File: config.mk
export PLATFORM = sky130hd
export DESIGN_NAME = gps_parallel_port
export DESIGN_NICKNAME = d
export VERILOG_FILES = /design/src/logic/gps_pkg.sv /design/src/logic/gps_parallel_port.sv /design/src/logic/gps_strobe_det.sv
export SDC_FILE = /design/constraint.sdc
export NUM_CORES = 1
export LEC_CHECK = 0
export BUFFER_PORTS_ARGS = -buffer_cell sky130_fd_sc_hd__buf_2
export CORE_ASPECT_RATIO = 1.5
export CORE_MARGIN = 2
export CORE_UTILIZATION = 40
export CTS_BUF_LIST = sky130_fd_sc_hd__clkbuf_4
export CTS_CLUSTER_DIAMETER = 120
export DETAILED_ROUTE_END_ITERATION = 10
export PLACE_DENSITY = 0.7
export SETUP_SLACK_MARGIN = 0.15
export SYNTH_ARGS = -nofsm -noshare
export SYNTH_HDL_FRONTEND = slang
export SYNTH_SLANG_ARGS = --single-unit
File: constraint.sdc
create_clock -name clk_sys_i -period 1.9 [get_ports clk_sys_i]
set_input_delay 0.095 -clock clk_sys_i [delete_from_list [all_inputs] [get_ports clk_sys_i]]
set_output_delay 0.095 -clock clk_sys_i [all_outputs]
set_load 0.01 [all_outputs]
File: src/logic/gps_pkg.sv
// Constants for the general purpose port with host slave port
package gps_pkg;

    // Register byte offsets
    localparam logic [7:0] OFS_CTL_PORT   = 8'h00;
    localparam logic [7:0] OFS_CTL_LATCH  = 8'h04;
    localparam logic [7:0] OFS_CTL_DIRST  = 8'h08;
    localparam logic [7:0] OFS_DP_PINS    = 8'h0C;
    localparam logic [7:0] OFS_DP_LATCH   = 8'h10;
    localparam logic [7:0] OFS_DP_DIR     = 8'h14;
    localparam logic [7:0] OFS_ANL_CFG    = 8'h18;
    localparam logic [7:0] OFS_IRQ_FLAG   = 8'h1C;

    // Field positions of the direction and status register, and of the interrupt flag register (BIT_IRQ)
    localparam int BIT_IBF     = 7;
    localparam int BIT_OBF     = 6;
    localparam int BIT_INPUT_OVERFLOW_FLAG    = 5;
    localparam int BIT_MODE    = 4;
    localparam int BIT_IRQ     = 0;

    // Widths
    localparam int CTL_W = 3;
    localparam int DP_W  = 8;

    // Reset values
    localparam logic [2:0]  RST_CTL_DIR  = 3'h7;
    localparam logic [2:0]  RST_CTL_LAT  = 3'h0;
    localparam logic [7:0]  RST_DP_DIR   = 8'hFF;
    localparam logic [7:0]  RST_DP_LAT   = 8'h00;
    localparam logic [2:0]  RST_ANL_CFG  = 3'h0;
    localparam logic [31:0] RST_HRDATA   = 32'h0000_0000;

    // Strobe pin positions on the control pin port
    localparam int PIN_RD = 0;
    localparam int PIN_WR = 1;
    localparam int PIN_CS = 2;

    // AHB transfer type bit that marks an active transfer
    localparam int HTRANS_ACT = 1;

endpackage

File: src/logic/gps_parallel_port.sv
// Three-pin port and eight-bit data port with host slave port
//
// Behaviour
// RULE1: three pins, each input or output
// RULE2: direction 1 tristates, 0 drives latch
// RULE3: latch register reads latch, not pins
// RULE4: analog-selected pin reads zero
// RULE5: software keeps analog pins as inputs
// RULE6: after reset all three pins analog
// RULE7: bit 7 input-full while word waits
// RULE8: bit 6 output-full until host reads
// RULE9: bit 5 overflow, cleared only by software
// RULE10: bit 4 selects slave port mode
// RULE11: bit 3 zero, bits 2-0 direction
// RULE12: pins are read, write, chip select
// RULE13: low read with select returns data
// RULE14: low write with select loads data
// RULE15: strobes ignored while select high
// RULE16: data port reachable by host strobes
// RULE17: host sees plain byte latch
// RULE18: write starts at first select+write low
// RULE19: read starts at first select+read low
// RULE20: software sets inputs and digital config
// RULE21: data direction 1 input, 0 drives
// RULE22: host write sets input-full and flag
// RULE23: CPU write sets output-full, read clears
//
// Local design decisions: the register offsets and register access over AHB-Lite.
`timescale 1ns/1ps
module gps_parallel_port
    import gps_pkg::*;
(
    // Clock, reset, enable
    input  wire logic              clk_sys_i,
    input  wire logic              rst_i,
    input  wire logic              ce_i,
    // AHB-Lite slave
    input  wire logic              hsel_i,
    input  wire logic [31:0]       haddr_i,
    input  wire logic [1:0]        htrans_i,
    input  wire logic              hwrite_i,
    input  wire logic [2:0]        hsize_i,
    input  wire logic              hready_i,
    input  wire logic [31:0]       hwdata_i,
    output logic [31:0]            hrdata_o,
    output logic                   hreadyout_o,
    output logic                   hresp_o,
    // Control pins
    input  wire logic [CTL_W-1:0]  ctl_pin_i,
    output logic [CTL_W-1:0]       ctl_pin_o,
    output logic [CTL_W-1:0]       ctl_pin_oe_o,
    // Data port pins
    input  wire logic [DP_W-1:0]   dp_pin_i,
    output logic [DP_W-1:0]        dp_pin_o,
    output logic [DP_W-1:0]        dp_pin_oe_o,
    // Status
    output logic                   slave_port_interrupt_flag_o
);

    typedef struct packed {
        logic              hready;
        logic [31:0]       hrdata;
        logic              pend;
        logic              pend_wr;
        logic              pend_ok;
        logic [7:0]        pend_addr;
        logic [CTL_W-1:0]  ctl_latch;
        logic [CTL_W-1:0]  ctl_dir;
        logic              mode;
        logic              input_full_flag;
        logic              output_full_flag;
        logic              input_overflow_flag;
        logic [DP_W-1:0]   dp_latch;
        logic [DP_W-1:0]   dp_dir;
        logic [DP_W-1:0]   in_buf;
        logic [CTL_W-1:0]  anl_cfg;
        logic              irq;
        logic [CTL_W-1:0]  ctl_out;
        logic [CTL_W-1:0]  ctl_oe;
        logic [DP_W-1:0]   dp_out;
        logic [DP_W-1:0]   dp_oe;
    } gps_state_s;

    gps_state_s       st;
    gps_state_s       next_st;
    logic             accept;
    logic             rd_active;
    logic             rd_done;
    logic             wr_active;
    logic             wr_start;
    logic             wr_done;
    logic [CTL_W-1:0] ctl_digital;
    logic [31:0]      rd_value;
    logic             cpu_rd_dp;
    logic             cpu_wr_dp;

    gps_strobe_det u_det (
        .clk_sys_i   (clk_sys_i),
        .rst_i       (rst_i),
        .ce_i        (ce_i),
        .enable_i    (st.mode),
        .cs_n_i      (ctl_pin_i[PIN_CS]), // see RULE12
        .rd_n_i      (ctl_pin_i[PIN_RD]),
        .wr_n_i      (ctl_pin_i[PIN_WR]),
        .rd_active_o (rd_active),
        .rd_done_o   (rd_done),
        .wr_active_o (wr_active),
        .wr_start_o  (wr_start),
        .wr_done_o   (wr_done)
    );

    // Address phase taken only when the bus is ready
    assign accept = hsel_i & htrans_i[HTRANS_ACT] & hready_i & st.hready;

    // Analog-selected pins are masked
    assign ctl_digital = ctl_pin_i & st.anl_cfg;  // see RULE4

    assign cpu_rd_dp = st.pend & st.pend_ok & ~st.pend_wr
                       & (st.pend_addr == OFS_DP_PINS);
    assign cpu_wr_dp = st.pend & st.pend_ok & st.pend_wr
                       & (st.pend_addr == OFS_DP_PINS);

    always_comb begin
        rd_value = 32'h0000_0000;
        if (st.pend_ok) begin
            unique case (st.pend_addr)
                OFS_CTL_PORT:  rd_value[CTL_W-1:0] = ctl_digital;
                OFS_CTL_LATCH: rd_value[CTL_W-1:0] = st.ctl_latch; // see RULE3
                OFS_CTL_DIRST: begin
                    rd_value[BIT_IBF]   = st.input_full_flag;  // see RULE7
                    rd_value[BIT_OBF]   = st.output_full_flag;  // see RULE8
                    rd_value[BIT_INPUT_OVERFLOW_FLAG]  = st.input_overflow_flag; // see RULE9
                    rd_value[BIT_MODE]  = st.mode; // see RULE10
                    rd_value[CTL_W-1:0] = st.ctl_dir; // see RULE11
                end
                OFS_DP_PINS:   rd_value[DP_W-1:0] =
                                   st.mode ? st.in_buf : dp_pin_i;
                OFS_DP_LATCH:  rd_value[DP_W-1:0] = st.dp_latch;
                OFS_DP_DIR:    rd_value[DP_W-1:0] = st.dp_dir;
                OFS_ANL_CFG:   rd_value[CTL_W-1:0] = st.anl_cfg;
                OFS_IRQ_FLAG:  rd_value[BIT_IRQ] = st.irq;
                default:       rd_value = 32'h0000_0000;
            endcase
        end
    end

    always_comb begin
        next_st = st;

        // Bus slave: one wait cycle, then the data phase completes
        if (accept) begin
            next_st.pend      = 1'b1;
            next_st.pend_wr   = hwrite_i;
            next_st.pend_addr = haddr_i[7:0];
            next_st.pend_ok   = (haddr_i[31:8] == 24'h000000)
                                & (haddr_i[1:0] == 2'b00);
            next_st.hready    = 1'b0;
        end else if (st.pend) begin
            next_st.pend   = 1'b0;
            next_st.hready = 1'b1;
            if (!st.pend_wr) begin
                next_st.hrdata = rd_value;
            end
        end

        // Software writes
        if (st.pend & st.pend_wr & st.pend_ok) begin
            unique case (st.pend_addr)
                OFS_CTL_PORT, OFS_CTL_LATCH: begin
                    next_st.ctl_latch = hwdata_i[CTL_W-1:0];
                end
                OFS_CTL_DIRST: begin
                    next_st.mode    = hwdata_i[BIT_MODE];
                    next_st.ctl_dir = hwdata_i[CTL_W-1:0];
                    if (!hwdata_i[BIT_INPUT_OVERFLOW_FLAG]) begin
                        next_st.input_overflow_flag = 1'b0; // see RULE9
                    end
                end
                OFS_DP_PINS, OFS_DP_LATCH: begin
                    next_st.dp_latch = hwdata_i[DP_W-1:0];
                end
                OFS_DP_DIR:   next_st.dp_dir  = hwdata_i[DP_W-1:0];
                OFS_ANL_CFG:  next_st.anl_cfg = hwdata_i[CTL_W-1:0];
                OFS_IRQ_FLAG: begin
                    if (hwdata_i[BIT_IRQ]) begin
                        next_st.irq = 1'b0;
                    end
                end
                default: next_st.irq = st.irq;
            endcase
        end

        // CPU reading the data port in slave mode empties the input
        if (cpu_rd_dp & st.mode) begin
            next_st.input_full_flag = 1'b0; // see RULE22
        end

        // Host read completes: output buffer drained
        if (rd_done) begin
            next_st.output_full_flag = 1'b0; // see RULE23
            next_st.irq = 1'b1;
        end

        // CPU writing the data port in slave mode fills the output
        if (cpu_wr_dp & st.mode) begin
            next_st.output_full_flag = 1'b1; // see RULE23
        end

        // Host write: sample the bus while the strobe is low and input-full is clear
        if (wr_active & ~st.input_full_flag) begin
            next_st.in_buf = dp_pin_i; // see RULE14
        end
        if (wr_start & st.input_full_flag) begin
            next_st.input_overflow_flag = 1'b1; // see RULE9
        end
        if (wr_done) begin
            next_st.input_full_flag = 1'b1; // see RULE22
            next_st.irq = 1'b1;
        end

        // Pin drivers
        next_st.ctl_out = next_st.ctl_latch;
        next_st.ctl_oe  = ~next_st.ctl_dir; // see RULE2
        next_st.dp_out  = next_st.dp_latch;
        if (st.mode) begin
            next_st.dp_oe = {DP_W{rd_active}}; // see RULE13
        end else begin
            next_st.dp_oe = ~next_st.dp_dir; // see RULE21
        end
    end

    always_ff @(posedge clk_sys_i or posedge rst_i) begin
        if (rst_i) begin
            st           <= '0;
            st.hready    <= 1'b1;
            st.hrdata    <= RST_HRDATA;
            st.ctl_latch <= RST_CTL_LAT;
            st.ctl_dir   <= RST_CTL_DIR;
            st.dp_latch  <= RST_DP_LAT;
            st.dp_dir    <= RST_DP_DIR;
            st.anl_cfg   <= RST_ANL_CFG; // see RULE6
            st.ctl_out   <= RST_CTL_LAT;
            st.ctl_oe    <= ~RST_CTL_DIR;
            st.dp_out    <= RST_DP_LAT;
            st.dp_oe     <= ~RST_DP_DIR;
        end else if (ce_i) begin
            st <= next_st;
        end
    end

    assign hrdata_o                    = st.hrdata;
    assign hreadyout_o                 = st.hready;
    assign hresp_o                     = 1'b0;
    assign ctl_pin_o                   = st.ctl_out; // see RULE1
    assign ctl_pin_oe_o                = st.ctl_oe;
    assign dp_pin_o                    = st.dp_out; // see RULE17
    assign dp_pin_oe_o                 = st.dp_oe;
    assign slave_port_interrupt_flag_o = st.irq;

    property p_dir_drive;
        @(posedge clk_sys_i) disable iff (rst_i)
        ce_i |=> (ctl_pin_oe_o == ~st.ctl_dir);
    endproperty
    a_dir_drive: assert property (p_dir_drive) // see RULE2
        else $error("control pin enable does not follow direction");

    property p_wr_sets_ibf;
        @(posedge clk_sys_i) disable iff (rst_i)
        (ce_i && wr_done) |=> st.input_full_flag && st.irq;
    endproperty
    a_wr_sets_ibf: assert property (p_wr_sets_ibf) // see RULE22
        else $error("host write did not set input full");

    property p_ovf;
        @(posedge clk_sys_i) disable iff (rst_i)
        (ce_i && wr_start && st.input_full_flag) |=> st.input_overflow_flag;
    endproperty
    a_ovf: assert property (p_ovf) // see RULE9
        else $error("overflow not flagged");

    property p_ovf_hold;
        @(posedge clk_sys_i) disable iff (rst_i)
        (st.input_overflow_flag && !(st.pend && st.pend_wr)) |=> st.input_overflow_flag;
    endproperty
    a_ovf_hold: assert property (p_ovf_hold) // see RULE9
        else $error("overflow cleared without a write");

    property p_rd_clears_obf;
        @(posedge clk_sys_i) disable iff (rst_i)
        (ce_i && rd_done && !cpu_wr_dp) |=> !st.output_full_flag;
    endproperty
    a_rd_clears_obf: assert property (p_rd_clears_obf) // see RULE23
        else $error("host read did not clear output full");

    property p_cs_ignore;
        @(posedge clk_sys_i) disable iff (rst_i)
        (ce_i && st.mode && ctl_pin_i[PIN_CS]) |=>
            dp_pin_oe_o == {DP_W{1'b0}} && $stable(st.in_buf);
    endproperty
    a_cs_ignore: assert property (p_cs_ignore) // see RULE15
        else $error("strobe taken while deselected");

    property p_host_read_drive;
        @(posedge clk_sys_i) disable iff (rst_i)
        (ce_i && st.mode && rd_active) ##1 ce_i |->
            dp_pin_oe_o == {DP_W{1'b1}};
    endproperty
    a_host_read_drive: assert property (p_host_read_drive) // see RULE19
        else $error("data port not driven during host read");

    property p_analog_zero;
        @(posedge clk_sys_i) disable iff (rst_i)
        (ce_i && st.pend && !st.pend_wr && st.pend_ok
            && st.pend_addr == OFS_CTL_PORT) |=>
            (hrdata_o[CTL_W-1:0] & ~$past(st.anl_cfg)) == 3'h0;
    endproperty
    a_analog_zero: assert property (p_analog_zero) // see RULE4
        else $error("analog pin did not read zero");

    property p_bus_wait;
        @(posedge clk_sys_i) disable iff (rst_i)
        (ce_i && accept) |=> !hreadyout_o ##1 (hreadyout_o || !ce_i);
    endproperty
    a_bus_wait: assert property (p_bus_wait) // one AHB-Lite wait cycle, a local design decision
        else $error("bus answer not after one wait cycle");

endmodule // gps_parallel_port

File: src/logic/gps_strobe_det.sv
// Start and end detection of host read and write strobes
`timescale 1ns/1ps
module gps_strobe_det
    import gps_pkg::*;
(
    // Clock and reset
    input  wire logic clk_sys_i,
    input  wire logic rst_i,
    input  wire logic ce_i,
    // Strobe levels
    input  wire logic enable_i,
    input  wire logic cs_n_i,
    input  wire logic rd_n_i,
    input  wire logic wr_n_i,
    // Events
    output logic      rd_active_o,
    output logic      rd_done_o,
    output logic      wr_active_o,
    output logic      wr_start_o,
    output logic      wr_done_o
);

    typedef struct packed {
        logic rd_prev;
        logic wr_prev;
    } gps_det_s;

    gps_det_s st;
    gps_det_s next_st;
    logic     rd_now;
    logic     wr_now;

    // Strobes count only while selected
    assign rd_now = enable_i & ~cs_n_i & ~rd_n_i; // see RULE15
    assign wr_now = enable_i & ~cs_n_i & ~wr_n_i; // see RULE15

    always_comb begin
        next_st         = st;
        next_st.rd_prev = rd_now;
        next_st.wr_prev = wr_now;
    end

    always_ff @(posedge clk_sys_i or posedge rst_i) begin
        if (rst_i) begin
            st <= '0;
        end else if (ce_i) begin
            st <= next_st;
        end
    end

    assign rd_active_o = rd_now; // see RULE19
    assign rd_done_o   = st.rd_prev & ~rd_now;
    assign wr_active_o = wr_now;
    assign wr_start_o  = wr_now & ~st.wr_prev; // see RULE18
    assign wr_done_o   = st.wr_prev & ~wr_now;

endmodule // gps_strobe_det

==> metrics.yaml <==
die:
  ios: 143
  start_util_pct: 40.7
  core_sq_mm: 0.00963
  dieWidth_microns: 84.9
  die-area_sq_mm: 0.0106
  dieHeight_microns: 125
  placementRows: 44
placement:
  hpwl_mm: 7.09
  place_ws_ps: 81.4
  gp_congestion: 0.849
  place_area_sq_mm: 0.00433
  numPortBuffers: 89
critical_path:
  setup.worst_path.class: "flop to flop"
  endpoint_kind: "flop"
  cp_slowest_cell: "dfrtp_2"
  worstPathArrival_ps: 2060
  critPathBufInv: 1
  critical-path-top-delay-family: "flip-flops"
  cp.required_ps: 2220
  crit_fanout: 8
  cp_cell_sequence: "nor4b_4, buf_4, nand4_4, mux2i_1, a221o_1"
  timing.critical_path.from_type: "flop"
  slowest_delay_ps: 460
finish:
  seq_area_sq_mm: 0.00180
  final_area_sq_mm: 0.00508
  multi_input_area_sq_mm: 0.00185
  drive_gt1_share_pct: 46.5
  fin_nets: 556
  area_delta_synth_final_pct: 29.4
  fillCellCount: 850
synthesis:
  synth.distinct_cells: 50
  synth-seq-cells: 71
  synth_top_area_share_pct: 37.6
  synth_area_leaders: "dfrtp_1 38%, mux2_2 13%, buf_4 11%"
  avgSynthCellArea_sq_um: 11.3
  ys_warn_count: 0
  ys_seq_area_share_pct: 45.7
  synth_area_sq_mm: 0.00392
  yosys.area.top_type: "dfrtp_1"
  syn-instance-count: 346
clock_network:
  htreeDepth: 3
  clk_pin_slew_ps: 120
  clock_latency_ps: 440
  clockBufferDepth: 2
  cts_sinks: 71
  root_buffer: "clkbuf_4"
  cts_tree: "built"
  numCtsBuffers: 9
global_routing:
  grt_max_degree: 72
  gr-total-overflow: 0
  antenna_found_initial: 1
  grt_pass1_wl_mm: 15.8
  gr-usage-all-layers_pct: 19.2
  grt_pass1_vias: 3206
flow_run:
  maxCapViolCount: 0
timing:
  rsz0062_at_grt: "yes"
  finalHoldViolations: 0
  fmax_ghz: 0.575
  setup_viol: 0
  tns_ps: 0
  maxSlewViolCount: 0
  tightest_slew_ps: 596
  relSlewSlack_pct: 60.1
  finalCritPeriodShare_pct: 91.5
  fin_skew_ps: 17.1
  worst_slack_ps: 161
  min_period_ps: 1740
power_and_ir_drop:
  cellLeakagePower_uw: 0.00242
  power.density_mw_per_mm2: 840
  vdd_ir_drop_max_v: 0.000519
  total_power_uw: 4260
routing:
  final_antenna_net_count: 0
  wl_per_cell_microns: 16.9
  drc: 0
  vias: 3082
  via_per_inst: 5.21
  wl_mm: 9.98
  drtIter0Drc: 165
  drtPass1Iterations: 4
worst_hold_path:
  hold_class: "input port to flop"
status:
  status: "complete, no violations"
-- cell usage after synthesis (all sizes together) --
| cell type | count |
|---|---|
| nor3 | 3 |
| nor4 | 7 |
| buf | 63 |
| o41ai | 1 |
| nor2b | 2 |
| nand2b | 2 |
| a211o | 1 |
| nor4b | 2 |
| o31ai | 1 |
| nor3b | 2 |
| a22o | 2 |
| mux2i | 21 |
| and3 | 3 |
| inv | 6 |
| a22oi | 4 |
| o21ai | 14 |
| a211oi | 3 |
| or4b | 1 |
| conb | 1 |
| dfstp | 12 |
| a21o | 2 |
| o211ai | 2 |
| a311oi | 1 |
| a221o | 8 |
| o311ai | 1 |
| nand2 | 17 |
| xor2 | 1 |
| clkbuf | 6 |
| and3b | 2 |
| nand4 | 3 |
| nor2 | 9 |
| nand3 | 9 |
| or3 | 2 |
| mux2 | 54 |
| o22ai | 2 |
| a32oi | 1 |
| a21oi | 13 |
| and4 | 2 |
| a32o | 1 |
| dfrtp | 59 |
-- power breakdown --
part,switching [uW],internal [uW],total (uW)
clock,549,522,1070
combinational,689,673,1360
sequential,180,1650,1830
-- final timing paths --
| kind | start | endpoint | slack [ps] | depth (start not counted) |
|---|---|---|---|---|
| min | ce_i | hreadyout_o | 30 | 3 |
| min in group asynchronous | rst_i | hrdata_o[1] | 290 | 4 |
| max | st[61] | dp_pin_oe_o[2] | 160 | 5 |
| min reg2reg | hrdata_o[6] | hrdata_o[6] | 490 | 2 |
| max reg2reg | st[61] | dp_pin_oe_o[2] | 160 | 5 |
| max in group asynchronous | rst_i | st[37] | 1270 | 4 |
-- stage by stage --
stage	hold slack, ps	instances	utilization, %
2_1_floorplan	230	370	-
6_report	30.7	591	52.7
3_5_place_dp	231	526	44.9
5_1_grt	42.1	591	52.7
4_1_cts	4.67	586	51.2
3_3_place_gp	222	526	44.9
-- cell families after synthesis --
logic type / share of synthesized area (%)
mux: 20.9
buf+inv: 12.7
flops: 45.7
simple gates: 10.5
compound gates: 9.92
xor+xnor: 0.223
other cells: 0.0956
-- final cells by class --
| class | count | area share (%) |
|---|---|---|
| multi-input combinational | 224 | 36.5 |
| sequential | 71 | 35.4 |
| timing repair buffer | 158 | 21.7 |
| tap | 115 | 2.83 |
| clock inverter | 7 | 1.73 |
| clock buffer | 9 | 1.33 |
| inverter | 6 | 0.518 |
| antenna | 1 | 0.0493 |
-- tightest hold or removal path: cells and delay by family --
kind | cells | cell delay, ps
AO/OA/AOI/OAI | 1 | 80
buffers and inverters | 2 | 280
-- state kept, by name, indices dropped and copies added, names as in the netlist --
register and cells:
st 37, dp_pin_o 8, dp_pin_oe_o 8, hrdata_o 8, ctl_pin_o 3, ctl_pin_oe_o 3, u_det.st 2, hreadyout_o 1
slave_port_interrupt_flag_o 1
-- cell usage in the layout (no fill, tap or decap), drive strengths merged, types with 3 or more instances in the layout --
cell type	instances
a211oi	3
a21oi	13
a221o	8
a22oi	4
and3	3
buf	116
clkbuf	9
clkinv	3
clkinvlp	3
conb	25
dfrtp	59
dfstp	12
dlygate4sd3	42
inv	5
mux2	54
mux2i	21
nand2	17
nand3	9
nand4	3
nor2	9
nor3	3
nor4	7
o21ai	14
-- routing by layer --
metal  vias up  GRT usage [%]  part of all wire (%)
li1       1428              -                     -
met1      1530           19.8                    37
met2        96           35.7                    56
met3        28           4.29                   4.2
met5         -              0                     0
met4         0           9.15                   3.5
-- repair_timing --
| item | in CTS | in global routing |
|---|---|---|
| hold buffers | 42 | 0 |
| pin swaps | 3 | 9 |
| endpoints found under the setup margin | 25 | 46 |
| gates resized for setup | 4 | 30 |
| hold endpoints to repair | 101 | 0 |
| setup buffers | 2 | 4 |
(Power assumes the default switching activity.)
